## src/shared/jfp_pkg.sv

```systemverilog
// constants and types for the test-port flash programming block
package jfp_pkg;
    // instruction codes
    localparam logic [3:0] IR_CORE_RESET = 4'hC;
    localparam logic [3:0] IR_UNLOCK = 4'h4;
    localparam logic [3:0] IR_COMMAND = 4'h5;
    localparam logic [3:0] IR_PAGE_LOAD = 4'h6;
    localparam logic [3:0] IR_PAGE_READ = 4'h7;
    localparam logic [3:0] IR_BYPASS = 4'hF;
    localparam logic [3:0] IR_CAPTURE = 4'h1;
    // data register widths and signature
    localparam int UNLOCK_W = 16;
    localparam int CMD_W = 15;
    localparam int BYTE_W = 8;
    localparam logic [15:0] UNLOCK_SIG = 16'hA370;
    localparam logic [14:0] CMD_RESET = 15'h0000;
    // timing
    localparam int CLK_MHZ = 50;
    localparam int DISABLE_CLR_CLKS = 2;
    localparam int PGLD_LIMIT_TCK = 11;
    localparam int TCK_NS = 160;
    localparam int PGLD_LIMIT_CYC = (PGLD_LIMIT_TCK * TCK_NS * CLK_MHZ) / 1000;
    // register map, byte addresses
    localparam logic [3:0] ADDR_CTRL = 4'h0;
    localparam logic [3:0] ADDR_STATUS = 4'h4;
    localparam logic [3:0] ADDR_CMD = 4'h8;
    localparam int CTRL_DISABLE_BIT = 0;
    localparam int ST_PORT_EN = 0;
    localparam int ST_PROG_MODE = 1;
    localparam int ST_CORE_RST = 2;
    localparam int ST_IR_LSB = 4;
    localparam logic CTRL_DISABLE_RST = 1'b0;
    localparam logic [1:0] RESP_OKAY = 2'h0;
    localparam logic [1:0] RESP_SLVERR = 2'h2;
    // tap controller states
    typedef enum logic [3:0] {
        TAP_RESET = 4'h0, TAP_IDLE = 4'h1, TAP_SEL_DR = 4'h3,
        TAP_CAP_DR = 4'h2, TAP_SH_DR = 4'h6, TAP_EX1_DR = 4'h7,
        TAP_PA_DR = 4'h5, TAP_EX2_DR = 4'h4, TAP_UPD_DR = 4'hC,
        TAP_SEL_IR = 4'hD, TAP_CAP_IR = 4'hF, TAP_SH_IR = 4'hE,
        TAP_EX1_IR = 4'hA, TAP_PA_IR = 4'hB, TAP_EX2_IR = 4'h9,
        TAP_UPD_IR = 4'h8
    } jfp_tap_t;
    // page buffer write carrier
    typedef struct packed {
        logic hi;
        logic [7:0] data;
    } jfp_pgbuf_t;
endpackage

```

## src/hw/jfp_top.sv

```systemverilog
// test-port flash programming logic with axi4-lite status registers
`timescale 1ns/1ps
module jfp_top
(
    // clock and reset
    input wire logic i_clock,
    input wire logic i_sys_rst,
    // test port pins
    input wire logic i_tck,
    input wire logic i_tms,
    input wire logic i_tdi,
    output logic o_tdo,
    output logic o_tdo_oe,
    // chip straps and pins
    input wire logic i_test_port_enable_fuse,
    input wire logic i_ext_rst_n,
    // flash side
    input wire logic [14:0] i_cmd_result,
    input wire logic [15:0] i_flash_word,
    output logic [14:0] o_flash_cmd,
    output logic o_cmd_exec,
    output logic o_pgbuf_we,
    output jfp_pkg::jfp_pgbuf_t o_pgbuf,
    output logic o_pc_inc,
    output logic o_core_rst,
    output logic o_prog_mode,
    output logic o_port_en,
    // axi4-lite slave
    input wire logic [3:0] i_awaddr,
    input wire logic i_awvalid,
    output logic o_awready,
    input wire logic [31:0] i_wdata,
    input wire logic [3:0] i_wstrb,
    input wire logic i_wvalid,
    output logic o_wready,
    output logic [1:0] o_bresp,
    output logic o_bvalid,
    input wire logic i_bready,
    input wire logic [3:0] i_araddr,
    input wire logic i_arvalid,
    output logic o_arready,
    output logic [31:0] o_rdata,
    output logic [1:0] o_rresp,
    output logic o_rvalid,
    input wire logic i_rready
);
    logic [2:0] tck_sync_q;
    logic [1:0] tms_sync_q, tdi_sync_q, fuse_sync_q, xrst_sync_q;
    logic tck_rise, tck_fall, tms_s, tdi_s;
    jfp_pkg::jfp_tap_t tap_q, tap_d;
    logic [3:0] ir_q, ir_sr_q;
    logic byp_q, rst_reg_q;
    logic [15:0] en_sr_q;
    logic [14:0] cmd_sr_q;
    logic exec_pend_q, pl_hi_q, pl_first_q, pr_hi_q, wr_pend_q;
    logic [7:0] tmp_q;
    logic tdo_d, disable_q;
    logic [1:0] xrst_cnt_q;
    logic aw_got_q, w_got_q;
    logic [3:0] aw_addr_q;
    logic [31:0] w_data_q;
    logic w_strb0_q;

    // two-flop synchronisers on every pin, third tck flop for edges
    always_ff @(posedge i_clock)
    begin
        if (i_sys_rst)
        begin
            tck_sync_q <= 3'h0;
            tms_sync_q <= 2'h3;
            tdi_sync_q <= 2'h3;
            fuse_sync_q <= 2'h0;
            xrst_sync_q <= 2'h3;
        end
        else
        begin
            tck_sync_q <= {tck_sync_q[1:0], i_tck};
            tms_sync_q <= {tms_sync_q[0], i_tms};
            tdi_sync_q <= {tdi_sync_q[0], i_tdi};
            fuse_sync_q <= {fuse_sync_q[0], i_test_port_enable_fuse};
            xrst_sync_q <= {xrst_sync_q[0], i_ext_rst_n};
        end
    end
    assign tck_rise = tck_sync_q[1] & ~tck_sync_q[2];
    assign tck_fall = ~tck_sync_q[1] & tck_sync_q[2];
    assign tms_s = tms_sync_q[1];
    assign tdi_s = tdi_sync_q[1];

    // disable bit: software sets, external reset low clears it
    // clear after two
    always_ff @(posedge i_clock)
    begin
        if (i_sys_rst)
        begin
            disable_q <= jfp_pkg::CTRL_DISABLE_RST;
            xrst_cnt_q <= 2'h0;
        end
        else
        begin
            if (xrst_sync_q[1] || !disable_q)
                xrst_cnt_q <= 2'h0;
            else if (xrst_cnt_q != 2'(jfp_pkg::DISABLE_CLR_CLKS))
                xrst_cnt_q <= xrst_cnt_q + 2'h1;
            if (xrst_cnt_q == 2'(jfp_pkg::DISABLE_CLR_CLKS - 1))
                disable_q <= 1'b0;
            else if (aw_got_q && w_got_q && !o_bvalid && w_strb0_q
                     && aw_addr_q == jfp_pkg::ADDR_CTRL)
                disable_q <= w_data_q[jfp_pkg::CTRL_DISABLE_BIT];
        end
    end

    always_ff @(posedge i_clock)
    begin
        if (i_sys_rst)
            o_port_en <= 1'b0;
        else
            o_port_en <= fuse_sync_q[1] & ~disable_q;
    end

    // tap next state
    always_comb
    begin
        tap_d = tap_q;
        unique case (tap_q)
            jfp_pkg::TAP_RESET: tap_d = tms_s ? jfp_pkg::TAP_RESET
                                              : jfp_pkg::TAP_IDLE;
            jfp_pkg::TAP_IDLE: tap_d = tms_s ? jfp_pkg::TAP_SEL_DR
                                             : jfp_pkg::TAP_IDLE;
            jfp_pkg::TAP_SEL_DR: tap_d = tms_s ? jfp_pkg::TAP_SEL_IR
                                               : jfp_pkg::TAP_CAP_DR;
            jfp_pkg::TAP_CAP_DR: tap_d = tms_s ? jfp_pkg::TAP_EX1_DR
                                               : jfp_pkg::TAP_SH_DR;
            jfp_pkg::TAP_SH_DR: tap_d = tms_s ? jfp_pkg::TAP_EX1_DR
                                              : jfp_pkg::TAP_SH_DR;
            jfp_pkg::TAP_EX1_DR: tap_d = tms_s ? jfp_pkg::TAP_UPD_DR
                                               : jfp_pkg::TAP_PA_DR;
            jfp_pkg::TAP_PA_DR: tap_d = tms_s ? jfp_pkg::TAP_EX2_DR
                                              : jfp_pkg::TAP_PA_DR;
            jfp_pkg::TAP_EX2_DR: tap_d = tms_s ? jfp_pkg::TAP_UPD_DR
                                               : jfp_pkg::TAP_SH_DR;
            jfp_pkg::TAP_UPD_DR: tap_d = tms_s ? jfp_pkg::TAP_SEL_DR
                                               : jfp_pkg::TAP_IDLE;
            jfp_pkg::TAP_SEL_IR: tap_d = tms_s ? jfp_pkg::TAP_RESET
                                               : jfp_pkg::TAP_CAP_IR;
            jfp_pkg::TAP_CAP_IR: tap_d = tms_s ? jfp_pkg::TAP_EX1_IR
                                               : jfp_pkg::TAP_SH_IR;
            jfp_pkg::TAP_SH_IR: tap_d = tms_s ? jfp_pkg::TAP_EX1_IR
                                              : jfp_pkg::TAP_SH_IR;
            jfp_pkg::TAP_EX1_IR: tap_d = tms_s ? jfp_pkg::TAP_UPD_IR
                                               : jfp_pkg::TAP_PA_IR;
            jfp_pkg::TAP_PA_IR: tap_d = tms_s ? jfp_pkg::TAP_EX2_IR
                                              : jfp_pkg::TAP_PA_IR;
            jfp_pkg::TAP_EX2_IR: tap_d = tms_s ? jfp_pkg::TAP_UPD_IR
                                               : jfp_pkg::TAP_SH_IR;
            jfp_pkg::TAP_UPD_IR: tap_d = tms_s ? jfp_pkg::TAP_SEL_DR
                                               : jfp_pkg::TAP_IDLE;
        endcase
    end

    // tap state register, held in reset while the port is unusable
    always_ff @(posedge i_clock)
    begin
        if (i_sys_rst || !o_port_en)
            tap_q <= jfp_pkg::TAP_RESET;
        else if (tck_rise)
            tap_q <= tap_d;
    end

    always_ff @(posedge i_clock)
    begin
        if (i_sys_rst || !o_port_en || tap_q == jfp_pkg::TAP_RESET)
        begin
            ir_q <= jfp_pkg::IR_BYPASS;
            ir_sr_q <= 4'h0;
        end
        else if (tck_rise)
        begin
            if (tap_q == jfp_pkg::TAP_CAP_IR)
                ir_sr_q <= jfp_pkg::IR_CAPTURE;
            else if (tap_q == jfp_pkg::TAP_SH_IR)
                ir_sr_q <= {tdi_s, ir_sr_q[3:1]};
            else if (tap_q == jfp_pkg::TAP_UPD_IR)
                ir_q <= ir_sr_q;
        end
    end

    always_ff @(posedge i_clock)
    begin
        if (i_sys_rst)
            byp_q <= 1'b0;
        else if (tck_rise && tap_q == jfp_pkg::TAP_CAP_DR)
            byp_q <= 1'b0;
        else if (tck_rise && tap_q == jfp_pkg::TAP_SH_DR)
            byp_q <= tdi_s;
    end

    // reset register shifts in place; not cleared by tap reset
    always_ff @(posedge i_clock)
    begin
        if (i_sys_rst)
            rst_reg_q <= 1'b0;
        else if (tck_rise && tap_q == jfp_pkg::TAP_SH_DR
                 && ir_q == jfp_pkg::IR_CORE_RESET)
            rst_reg_q <= tdi_s;
    end

    assign o_core_rst = rst_reg_q;

    // unlock register shift, compare on update
    always_ff @(posedge i_clock)
    begin
        if (i_sys_rst)
        begin
            en_sr_q <= 16'h0000;
            o_prog_mode <= 1'b0;
        end
        else if (tck_rise && ir_q == jfp_pkg::IR_UNLOCK)
        begin
            if (tap_q == jfp_pkg::TAP_SH_DR)
                en_sr_q <= {tdi_s, en_sr_q[15:1]};
            else if (tap_q == jfp_pkg::TAP_UPD_DR)
                o_prog_mode <= (en_sr_q == jfp_pkg::UNLOCK_SIG);
        end
    end

    // command register and its byte view
    always_ff @(posedge i_clock)
    begin
        if (i_sys_rst)
        begin
            cmd_sr_q <= jfp_pkg::CMD_RESET;
            o_flash_cmd <= jfp_pkg::CMD_RESET;
        end
        else if (tck_rise && ir_q == jfp_pkg::IR_COMMAND)
        begin
            if (tap_q == jfp_pkg::TAP_CAP_DR)
                cmd_sr_q <= i_cmd_result;
            else if (tap_q == jfp_pkg::TAP_SH_DR)
                cmd_sr_q <= {tdi_s, cmd_sr_q[14:1]};
            else if (tap_q == jfp_pkg::TAP_UPD_DR && o_prog_mode)
                o_flash_cmd <= cmd_sr_q;
        end
        else if (tck_rise && (ir_q == jfp_pkg::IR_PAGE_LOAD
                              || ir_q == jfp_pkg::IR_PAGE_READ))
        begin
            if (tap_q == jfp_pkg::TAP_CAP_DR
                && ir_q == jfp_pkg::IR_PAGE_READ)
                cmd_sr_q[7:0] <= pr_hi_q ? i_flash_word[15:8]
                                         : i_flash_word[7:0];
            else if (tap_q == jfp_pkg::TAP_SH_DR)
                cmd_sr_q[7:0] <= {tdi_s, cmd_sr_q[7:1]};
        end
    end

    // idle entry clocks the applied command
    always_ff @(posedge i_clock)
    begin
        if (i_sys_rst)
        begin
            exec_pend_q <= 1'b0;
            o_cmd_exec <= 1'b0;
        end
        else
        begin
            o_cmd_exec <= 1'b0;
            // one execute pulse, also when update enters idle
            if (tck_rise && tap_q != jfp_pkg::TAP_IDLE
                && tap_d == jfp_pkg::TAP_IDLE
                && (exec_pend_q || (ir_q == jfp_pkg::IR_COMMAND
                    && o_prog_mode && tap_q == jfp_pkg::TAP_UPD_DR)))
            begin
                exec_pend_q <= 1'b0;
                o_cmd_exec <= 1'b1;
            end
            // update that bypasses idle waits for the next entry
            else if (tck_rise && ir_q == jfp_pkg::IR_COMMAND && o_prog_mode
                     && tap_q == jfp_pkg::TAP_UPD_DR)
                exec_pend_q <= 1'b1;
        end
    end

    // page load/read byte alternation and pc stepping
    always_ff @(posedge i_clock)
    begin
        if (i_sys_rst)
        begin
            pl_hi_q <= 1'b0;
            pl_first_q <= 1'b1;
            pr_hi_q <= 1'b0;
            wr_pend_q <= 1'b0;
            tmp_q <= 8'h00;
            o_pc_inc <= 1'b0;
            o_pgbuf_we <= 1'b0;
            o_pgbuf <= '0;
        end
        else
        begin
            o_pc_inc <= 1'b0;
            o_pgbuf_we <= 1'b0;
            // write buffered byte one cycle later
            if (wr_pend_q)
            begin
                wr_pend_q <= 1'b0;
                o_pgbuf_we <= 1'b1;
                o_pgbuf.data <= tmp_q;
                o_pgbuf.hi <= ~pl_hi_q;
            end
            if (tck_rise && tap_q == jfp_pkg::TAP_UPD_IR)
            begin
                pl_hi_q <= 1'b0;
                pl_first_q <= 1'b1;
                pr_hi_q <= 1'b0;
            end
            else if (tck_rise && o_prog_mode
                     && ir_q == jfp_pkg::IR_PAGE_LOAD
                     && tap_q == jfp_pkg::TAP_UPD_DR)
            begin
                tmp_q <= cmd_sr_q[7:0];
                wr_pend_q <= 1'b1;
                pl_hi_q <= ~pl_hi_q;
                pl_first_q <= 1'b0;
                o_pc_inc <= ~pl_hi_q & ~pl_first_q;
            end
            else if (tck_rise && o_prog_mode
                     && ir_q == jfp_pkg::IR_PAGE_READ
                     && tap_q == jfp_pkg::TAP_CAP_DR)
            begin
                pr_hi_q <= ~pr_hi_q;
                o_pc_inc <= pr_hi_q;
            end
        end
    end

    // tdo source by selected register
    always_comb
    begin
        if (tap_q == jfp_pkg::TAP_SH_IR)
            tdo_d = ir_sr_q[0];
        else
        begin
            unique case (ir_q)
                jfp_pkg::IR_CORE_RESET: tdo_d = rst_reg_q;
                jfp_pkg::IR_UNLOCK: tdo_d = en_sr_q[0];
                jfp_pkg::IR_COMMAND,
                jfp_pkg::IR_PAGE_LOAD,
                jfp_pkg::IR_PAGE_READ: tdo_d = cmd_sr_q[0];
                default: tdo_d = byp_q;
            endcase
        end
    end

    // tdo changes on falling tck, driven only while shifting
    always_ff @(posedge i_clock)
    begin
        if (i_sys_rst || !o_port_en)
        begin
            o_tdo <= 1'b0;
            o_tdo_oe <= 1'b0;
        end
        else if (tck_fall)
        begin
            o_tdo <= tdo_d;
            o_tdo_oe <= (tap_q == jfp_pkg::TAP_SH_DR)
                        || (tap_q == jfp_pkg::TAP_SH_IR);
        end
    end

    // axi write: address and data in either order, then response
    always_ff @(posedge i_clock)
    begin
        if (i_sys_rst)
        begin
            aw_got_q <= 1'b0;
            w_got_q <= 1'b0;
            aw_addr_q <= 4'h0;
            w_data_q <= 32'h0000_0000;
            w_strb0_q <= 1'b0;
            o_awready <= 1'b0;
            o_wready <= 1'b0;
            o_bvalid <= 1'b0;
            o_bresp <= jfp_pkg::RESP_OKAY;
        end
        else
        begin
            o_awready <= !aw_got_q && !o_awready && i_awvalid;
            o_wready <= !w_got_q && !o_wready && i_wvalid;
            if (o_awready && i_awvalid)
            begin
                aw_got_q <= 1'b1;
                aw_addr_q <= i_awaddr;
            end
            if (o_wready && i_wvalid)
            begin
                w_got_q <= 1'b1;
                w_data_q <= i_wdata;
                w_strb0_q <= i_wstrb[0];
            end
            if (aw_got_q && w_got_q && !o_bvalid)
            begin
                o_bvalid <= 1'b1;
                o_bresp <= (aw_addr_q == jfp_pkg::ADDR_CTRL)
                           ? jfp_pkg::RESP_OKAY : jfp_pkg::RESP_SLVERR;
            end
            else if (o_bvalid && i_bready)
            begin
                o_bvalid <= 1'b0;
                aw_got_q <= 1'b0;
                w_got_q <= 1'b0;
            end
        end
    end

    // axi read: control, status and applied command
    always_ff @(posedge i_clock)
    begin
        if (i_sys_rst)
        begin
            o_arready <= 1'b0;
            o_rvalid <= 1'b0;
            o_rdata <= 32'h0000_0000;
            o_rresp <= jfp_pkg::RESP_OKAY;
        end
        else
        begin
            o_arready <= !o_rvalid && !o_arready && i_arvalid;
            if (o_arready && i_arvalid)
            begin
                o_rvalid <= 1'b1;
                o_rresp <= jfp_pkg::RESP_OKAY;
                o_rdata <= 32'h0000_0000;
                unique case (i_araddr)
                    jfp_pkg::ADDR_CTRL:
                        o_rdata[jfp_pkg::CTRL_DISABLE_BIT] <= disable_q;
                    jfp_pkg::ADDR_STATUS:
                    begin
                        o_rdata[jfp_pkg::ST_PORT_EN] <= o_port_en;
                        o_rdata[jfp_pkg::ST_PROG_MODE] <= o_prog_mode;
                        o_rdata[jfp_pkg::ST_CORE_RST] <= rst_reg_q;
                        o_rdata[jfp_pkg::ST_IR_LSB +: 4] <= ir_q;
                    end
                    jfp_pkg::ADDR_CMD:
                        o_rdata[14:0] <= o_flash_cmd;
                    default:
                        o_rresp <= jfp_pkg::RESP_SLVERR;
                endcase
            end
            else if (o_rvalid && i_rready)
                o_rvalid <= 1'b0;
        end
    end
endmodule // jfp_top

```

## config.mk

```make
export PLATFORM = sky130hd
export DESIGN_NAME = jfp_top
export DESIGN_NICKNAME = d
export VERILOG_FILES = /design/src/shared/jfp_pkg.sv /design/src/hw/jfp_top.sv
export SDC_FILE = /design/constraint.sdc
export NUM_CORES = 1
export LEC_CHECK = 0
export ABC_AREA = 0
export BUFFER_PORTS_ARGS = -buffer_cell sky130_fd_sc_hd__buf_2
export CORE_MARGIN = 2
export CORE_UTILIZATION = 27
export DETAILED_ROUTE_END_ITERATION = 7
export HOLD_SLACK_MARGIN = 0.08
export MAX_ROUTING_LAYER = met4
export PLACE_DENSITY_LB_ADDON = 0.3
export SLEW_MARGIN = 0
export SYNTH_ARGS = -nofsm -noshare
export SYNTH_HDL_FRONTEND = slang
export SYNTH_SLANG_ARGS = --single-unit
```

## constraint.sdc

```tcl
create_clock -name i_clock -period 2.76 [get_ports i_clock]
set_input_delay 0.552 -clock i_clock [delete_from_list [all_inputs] [get_ports i_clock]]
set_output_delay 0.552 -clock i_clock [all_outputs]
set_load 0.005 [all_outputs]
```

# --- After elaboration in Yosys (flattened, before gate mapping) ---
# Index checks and enable logic that the tools add are counted.
# W data, S select, Z words.
totals:
  regBits: 135
  inputBits: 87
  output_inout_bits: 73
  word_cells: 214
op_classes:
  addsub: 1
  eq_ne: 28
  n_mux: 46
  bitwise: 16
  reduce_logical: 79
ops:
  columns: ["operator", "count"]
  rows:
  - ["$pmux W4 S12", 1]
  - ["$eq A4 B4 Y1 const B", 10]
  - ["$mux W8", 5]
  - ["$eq A4 B3 Y1 const B", 9]
  - ["$logic_and A1 B1 Y1", 36]
  - ["$mux W15", 2]
  - ["$mux W4", 6]
  - ["$mux W1", 20]
  - ["$eq A16 B16 Y1 const B", 1]
  - ["$reduce_or A2 Y1", 7]
  - ["$logic_not A4 Y1", 3]
  - ["$not A1 Y1", 12]
  - ["$mux W2", 5]
  - ["$reduce_and A2 Y1", 5]
  - ["$reduce_bool A2 Y1", 5]
  - ["$logic_not A1 Y1", 9]
  - ["$reduce_or A3 Y1", 3]
  - ["$eq A4 B1 Y1 const B", 2]
  - ["$eq A4 B2 Y1 const B", 2]
  - ["$pmux W4 S2", 1]
  - ["$reduce_and A4 Y1", 2]
  - ["$mux W7", 1]
  - ["$logic_or A1 B1 Y1", 6]
  - ["$mux W3", 2]
  - ["other kinds (10)", 15]

# --- Depth between registers and ports, before layout ---
logic_depth:
  word_depth: 7
  depth_mapped: 7
  depth_no_buf: 5

# --- Worst setup path after synthesis ---
# No wires, ideal clock.
synth_timing:
  path_type: "reg-to-reg"
  start: "reg ir_q[3]"
  end: "reg pl_first_q"
  setup_time_ns: 0.120
  arrival_ns: 1.400
  required_time_ns: 2.640
  slack_ns: 1.240
  stages_incl_launch_ff: 6
  n_path_buf: 2
  synth_period_minus_slack_ns: 1.520
  cell_sequence: "dfxtp_1 buf_2 and4bb_2 nand4_2 buf_4 a211o_1"
synth_between:
  elab_chain_len: 3
synth_rtl:
  columns: ["item", "line", "rtl"]
  rows:
  - ["start: declaration", "jfp_top.sv:51", "logic [3:0] ir_q, ir_sr_q;"]
  - ["start signal: assignment", "jfp_top.sv:173", "ir_q <= jfp_pkg::IR_BYPASS;"]
  - ["start signal: assignment", "jfp_top.sv:183", "ir_q <= ir_sr_q;"]
  - ["$eq A4 B3 Y1", "jfp_top.sv:315", "&& ir_q == jfp_pkg::IR_PAGE_LOAD"]
  - ["$logic_and A1 B1 Y1", "jfp_top.sv:315", null]
  - ["$logic_and A1 B1 Y1", "jfp_top.sv:316", "&& tap_q == jfp_pkg::TAP_UPD_DR)"]
  - ["end signal: assignment", "jfp_top.sv:288", "pl_first_q <= 1'b1;"]
  - ["end signal: assignment", "jfp_top.sv:311", "pl_first_q <= 1'b1;"]
  - ["end signal: assignment", "jfp_top.sv:321", "pl_first_q <= 1'b0;"]
  - ["end: declaration", "jfp_top.sv:55", "logic exec_pend_q, pl_hi_q, pl_first_q, pr_hi_q, wr_pend_q;"]
# Every way passes these cells.
# A chain may end at the register's enable or synchronous reset.

# --- Worst setup path after layout ---
layout_timing:
  start: "reg tap_q[3]"
  end: "reg tmp_q[3]"
layout_between:
  elab_chain_len: 4
  elab_cells_between_ends: 6
  classes_between: "eq/ne (2); bitwise (1); reduce/logical (3)"
layout_rtl:
  columns: ["item", "line", "rtl"]
  rows:
  - ["start: declaration", "jfp_top.sv:50", "jfp_pkg::jfp_tap_t tap_q, tap_d;"]
  - ["start signal: assignment", "jfp_top.sv:164", "tap_q <= jfp_pkg::TAP_RESET;"]
  - ["start signal: assignment", "jfp_top.sv:166", "tap_q <= tap_d;"]
  - ["$eq A4 B4 Y1", "jfp_top.sv:308", "if (tck_rise && tap_q == jfp_pkg::TAP_UPD_IR)"]
  - ["$logic_and A1 B1 Y1", "jfp_top.sv:308", null]
  - ["$not A1 Y1 (no source line)", null, null]
  - ["$reduce_and A2 Y1 (no source line) *", null, null]
  - ["end signal: assignment", "jfp_top.sv:318", "tmp_q <= cmd_sr_q[7:0];"]
  - ["end: declaration", "jfp_top.sv:56", "logic [7:0] tmp_q;"]
# Mark *: on every way between the ends. The rest lies on a longest branch, timed or not.

==> flow_summary.yaml <==
run_status:
  run_status: "completed"
setup_path:
  r2r_end: "tmp_q[3]"
  reg2regPathDepth: 5
  path_cells: "and4bb_2, nand4_2, buf_4, mux2i_1, nor2_1"
  reg2reg_setup_slack_ps: 720
  crit_path_start_kind: "flop"
  critPathMaxFanout: 17
  criticalPathCategory: "flop to flop"
  worst_ep_arrival_time_ps: 2330
  critical_register_to_register_path_startpoint: "tap_q[3]"
  crit_path_max_incr_delay_ps: 700
  critical_path.endpoint_type: "flop"
  critical-path-slowest-cell: "sky130_fd_sc_hd__dfxtp_1"
  worst-endpoint-required_ps: 3050
  path_buf_inv: 1
  cp_top_family: "simple AND/OR/NAND/NOR gates"
die:
  floorplan_core_area_mm2: 0.0209
  rows: 53
  die_width_um: 150
  floorplan.initialDensity_pct: 27.4
  num_io_pins: 160
  area_of_the_die_mm2: 0.0224
  die-height_um: 150
timing:
  fin_crit_sh_pct: 73.9
  timing_hold_violations_final: 0
  finClkSkew_ps: 5.57
  final_setup_violating_endpoints: 0
  actual_slew_at_the_worst_max_slew_pin_ps: 772
  setup_repair_after_global_routing_missed_its_margin: "false"
  max_freq_mhz: 490
  report.final.slew_viol_count: 0
  fin_crit_ps: 2040
  maxSlewHeadroom_pct: 48.3
  totalNegativeSetupSlack_ps: 0
pwr:
  pwr_density_cell_mw_per_mm2: 590
  power.static_leakage_nw: 2.91
  worst_ir_drop_vdd_mv: 0.333
  total_power_mw: 4.09
min_path:
  hold_end: "xrst_sync_q[0]"
  min_from: "i_ext_rst_n"
  hold_removal_path_class: "input port to flop"
  worstHoldPathCells: 2
logic_synthesis:
  area_of_the_mapped_netlist_mm2: 0.00572
  synth_top_family_by_area: "simple AND/OR/NAND/NOR gates"
  number_of_instances_in_the_synthesized_netlist: 618
  synth_flop_cell: "sky130_fd_sc_hd__dfxtp_1"
  yosys-top-cells-area: "sky130_fd_sc_hd__dfxtp_1 47%, sky130_fd_sc_hd__mux2i_1 8.7%, sky130_fd_sc_hd__nor2_1 4.7%, sky130_fd_sc_hd__nand2_1 3.9%, sky130_fd_sc_hd__a21oi_1 3.5%"
  synth_fa_ha_area_share_pct: 0.437
  syn_area_per_cell_um2: 9.26
  synth-simple-area-share_pct: 21.6
  synth_xor_xnor_area_share_pct: 0.459
  yosys_warnings: 0
  compound_cell_area_share_of_the_yosys_netlist_pct: 14.1
  netlist.top_cell.by_area: "sky130_fd_sc_hd__dfxtp_1"
  synth-seq-cells: 133
  synth-async-reset-ratio_pct: 0
  synth_top_area_share_pct: 46.5
  synth_enable_flop_cells: 0
  synth_cell_type_count: 64
  synth.yosys.seq_area_share_pct: 46.5
  muxShareOfSynthArea_pct: 10.3
detailed_routing:
  route.final.wire_length_mm: 14.5
  drcViolationCount: 0
  detail_route.vias_per_cell: 4.66
  route.vias.total: 4655
  detailedRoute.firstPassIterationCount: 4
  avgRoutedWirePerCell_um: 14.5
  postRouteAntennaNets: 0
  first_iter_violations: 221
cells_and_area:
  diodes: 0
  post-route-cell-area_mm2: 0.00693
  layout.nets: 799
  nFillCells: 2199
  layout-area-overhead-vs-synth_pct: 21.0
  layout-drive-gt1-share_pct: 23.1
clock_network:
  clk_transition_reported_paths_ps: 60
  clk_root_buffer_cell: "sky130_fd_sc_hd__clkbuf_16"
  cts.hold.buffers_added: 0
  buffer_depth_of_the_longest_clock_path: 2
  insertion_delay_of_the_later_clocked_pin_in_the_worst_skew_pair_ps: 420
  cts_repair_resize_count: 0
  post_cts.repair.setup_buffers: 0
  cts-buffers-inserted: 17
  clkSinkCount: 133
  ctsHtreeMaxLevel: 4
  cts_tree: "built"
placement:
  dp.final_hpwl_mm: 10.1
  gpl.final_weighted_congestion: 0.788
  io_buffers: 106
  placed_cell_area_mm2: 0.00640
grt:
  first_global_vias: 4245
  grt_antenna_before_repair: 0
  grt-ovfl-total: 0
  gr-usage-all-layers_pct: 13.4
  grt_first_pass_wirelength_mm: 22.5
  largest_net_degree_at_the_start_of_global_routing: 49
run:
  cap_violations: 0
==> worst max path at each step <==
| stage | startpoint | endpoint | cells past startpoint |
|---|---|---|---|
| after floorplan | ir_q[3] | pl_first_q | 5 |
| after global placement | tap_q[3] | tmp_q[0] | 5 |
| after detailed placement | tap_q[3] | tmp_q[3] | 5 |
| after CTS | tap_q[3] | tmp_q[3] | 5 |
| after global routing | tap_q[3] | tmp_q[2] | 5 |
| final | tap_q[3] | tmp_q[3] | 5 |
==> worst register-to-register path: stages (launching register included) <==
cell and delay, ps:
sky130_fd_sc_hd__dfxtp_1 700, sky130_fd_sc_hd__and4bb_2 410, sky130_fd_sc_hd__nand4_2 310, sky130_fd_sc_hd__buf_4 300
sky130_fd_sc_hd__mux2i_1 150, sky130_fd_sc_hd__nor2_1 50
==> area by class of cell <==
| type | instances | area, µm² | area share (%) |
|---|---|---|---|
| Multi-Input combinational cell | 434 | 2760 | 39.8 |
| Sequential cell | 133 | 2660 | 38.4 |
| Timing Repair Buffer | 117 | 616 | 8.89 |
| Clock buffer | 23 | 468 | 6.75 |
| Tap cell | 275 | 344 | 4.97 |
| Clock inverter | 9 | 55.1 | 0.795 |
| Inverter | 7 | 26.3 | 0.379 |
==> metal layers <==
metal | global-route usage, % | routed length [µm] | vias up
li1 | - | - | 2352
met1 | 16.9 | 6700 | 2176
met2 | 20.7 | 6810 | 112
met3 | 3.69 | 743 | 15
met4 | 4.71 | 206 | 0
met5 | - | 0 | -
==> registers in the layout, summed over array words and instances, names as in the netlist, 4 cells and up <==
register     flops
en_sr_q         16
cmd_sr_q        15
o_flash_cmd     15
o_rdata         15
o_pgbuf          9
tmp_q            8
aw_addr_q        4
ir_q             4
ir_sr_q          4
tap_q            4
==> report_power, final <==
group / leakage (nW) / switching [mW] / internal (mW)
Clock: 0.249 / 0.812 / 1.18
Sequential: 1.07 / 0.0145 / 1.94
Combinational: 1.59 / 0.0804 / 0.0570
Total: 2.91 / 0.907 / 3.18
==> synthesized netlist by cell type, types with 4 or more instances <==
cell	count
sky130_fd_sc_hd__o21ai_0	6
sky130_fd_sc_hd__mux2i_1	50
sky130_fd_sc_hd__o32ai_1	8
sky130_fd_sc_hd__nand2_1	59
sky130_fd_sc_hd__a22o_1	7
sky130_fd_sc_hd__nand4b_1	4
sky130_fd_sc_hd__nor2b_1	15
sky130_fd_sc_hd__clkbuf_1	21
sky130_fd_sc_hd__nand2b_1	14
sky130_fd_sc_hd__dfxtp_1	133
sky130_fd_sc_hd__a22oi_1	16
sky130_fd_sc_hd__a21oi_1	40
sky130_fd_sc_hd__nand3_1	14
sky130_fd_sc_hd__nand4_1	4
sky130_fd_sc_hd__a31oi_1	5
sky130_fd_sc_hd__or2_2	7
sky130_fd_sc_hd__buf_2	16
sky130_fd_sc_hd__nor3_1	8
sky130_fd_sc_hd__buf_4	23
sky130_fd_sc_hd__nor4b_1	4
sky130_fd_sc_hd__inv_1	7
sky130_fd_sc_hd__nor2_1	72
sky130_fd_sc_hd__a32o_1	7
sky130_fd_sc_hd__mux2_2	7
sky130_fd_sc_hd__a211oi_1	13
==> cell families after synthesis <==
group                      after synthesis
AOI/OAI and AO/OA                      118
buffers and inverters                   69
DFF                                    133
adders and majority gates                2
muxes                                   58
other                                    1
and+or+nand+nor                        234
xor gates and xnor gates                 3
==> per-stage QoR <==
stage	setup slack (ps)	hold slack [ps]	util, %	std cells
after global placement	728	391	30.7	966
final	720	311	33.2	998
after floorplan	1240	389	-	636
after global routing	580	318	33.2	998
after CTS	717	296	33.2	998
after detailed placement	723	394	30.7	966
==> layout by cell type (no fill, tap or decap), drive strengths merged, types with 8 or more instances in the layout <==
| cell | netlist | layout |
|---|---|---|
| nand3 | 15 | 15 |
| mux2i | 50 | 50 |
| mux2 | 8 | 8 |
| nor2 | 72 | 72 |
| dfxtp | 133 | 133 |
| o32ai | 8 | 8 |
| conb | 1 | 19 |
| nor3 | 8 | 8 |
| nand2 | 59 | 59 |
| nor2b | 15 | 15 |
| buf | 41 | 117 |
| clkbuf | 21 | 23 |
| nand2b | 14 | 14 |
| a22oi | 16 | 16 |
| a21oi | 40 | 40 |
| a211oi | 13 | 13 |
No activity file was read; power rests on OpenSTA's default activity.
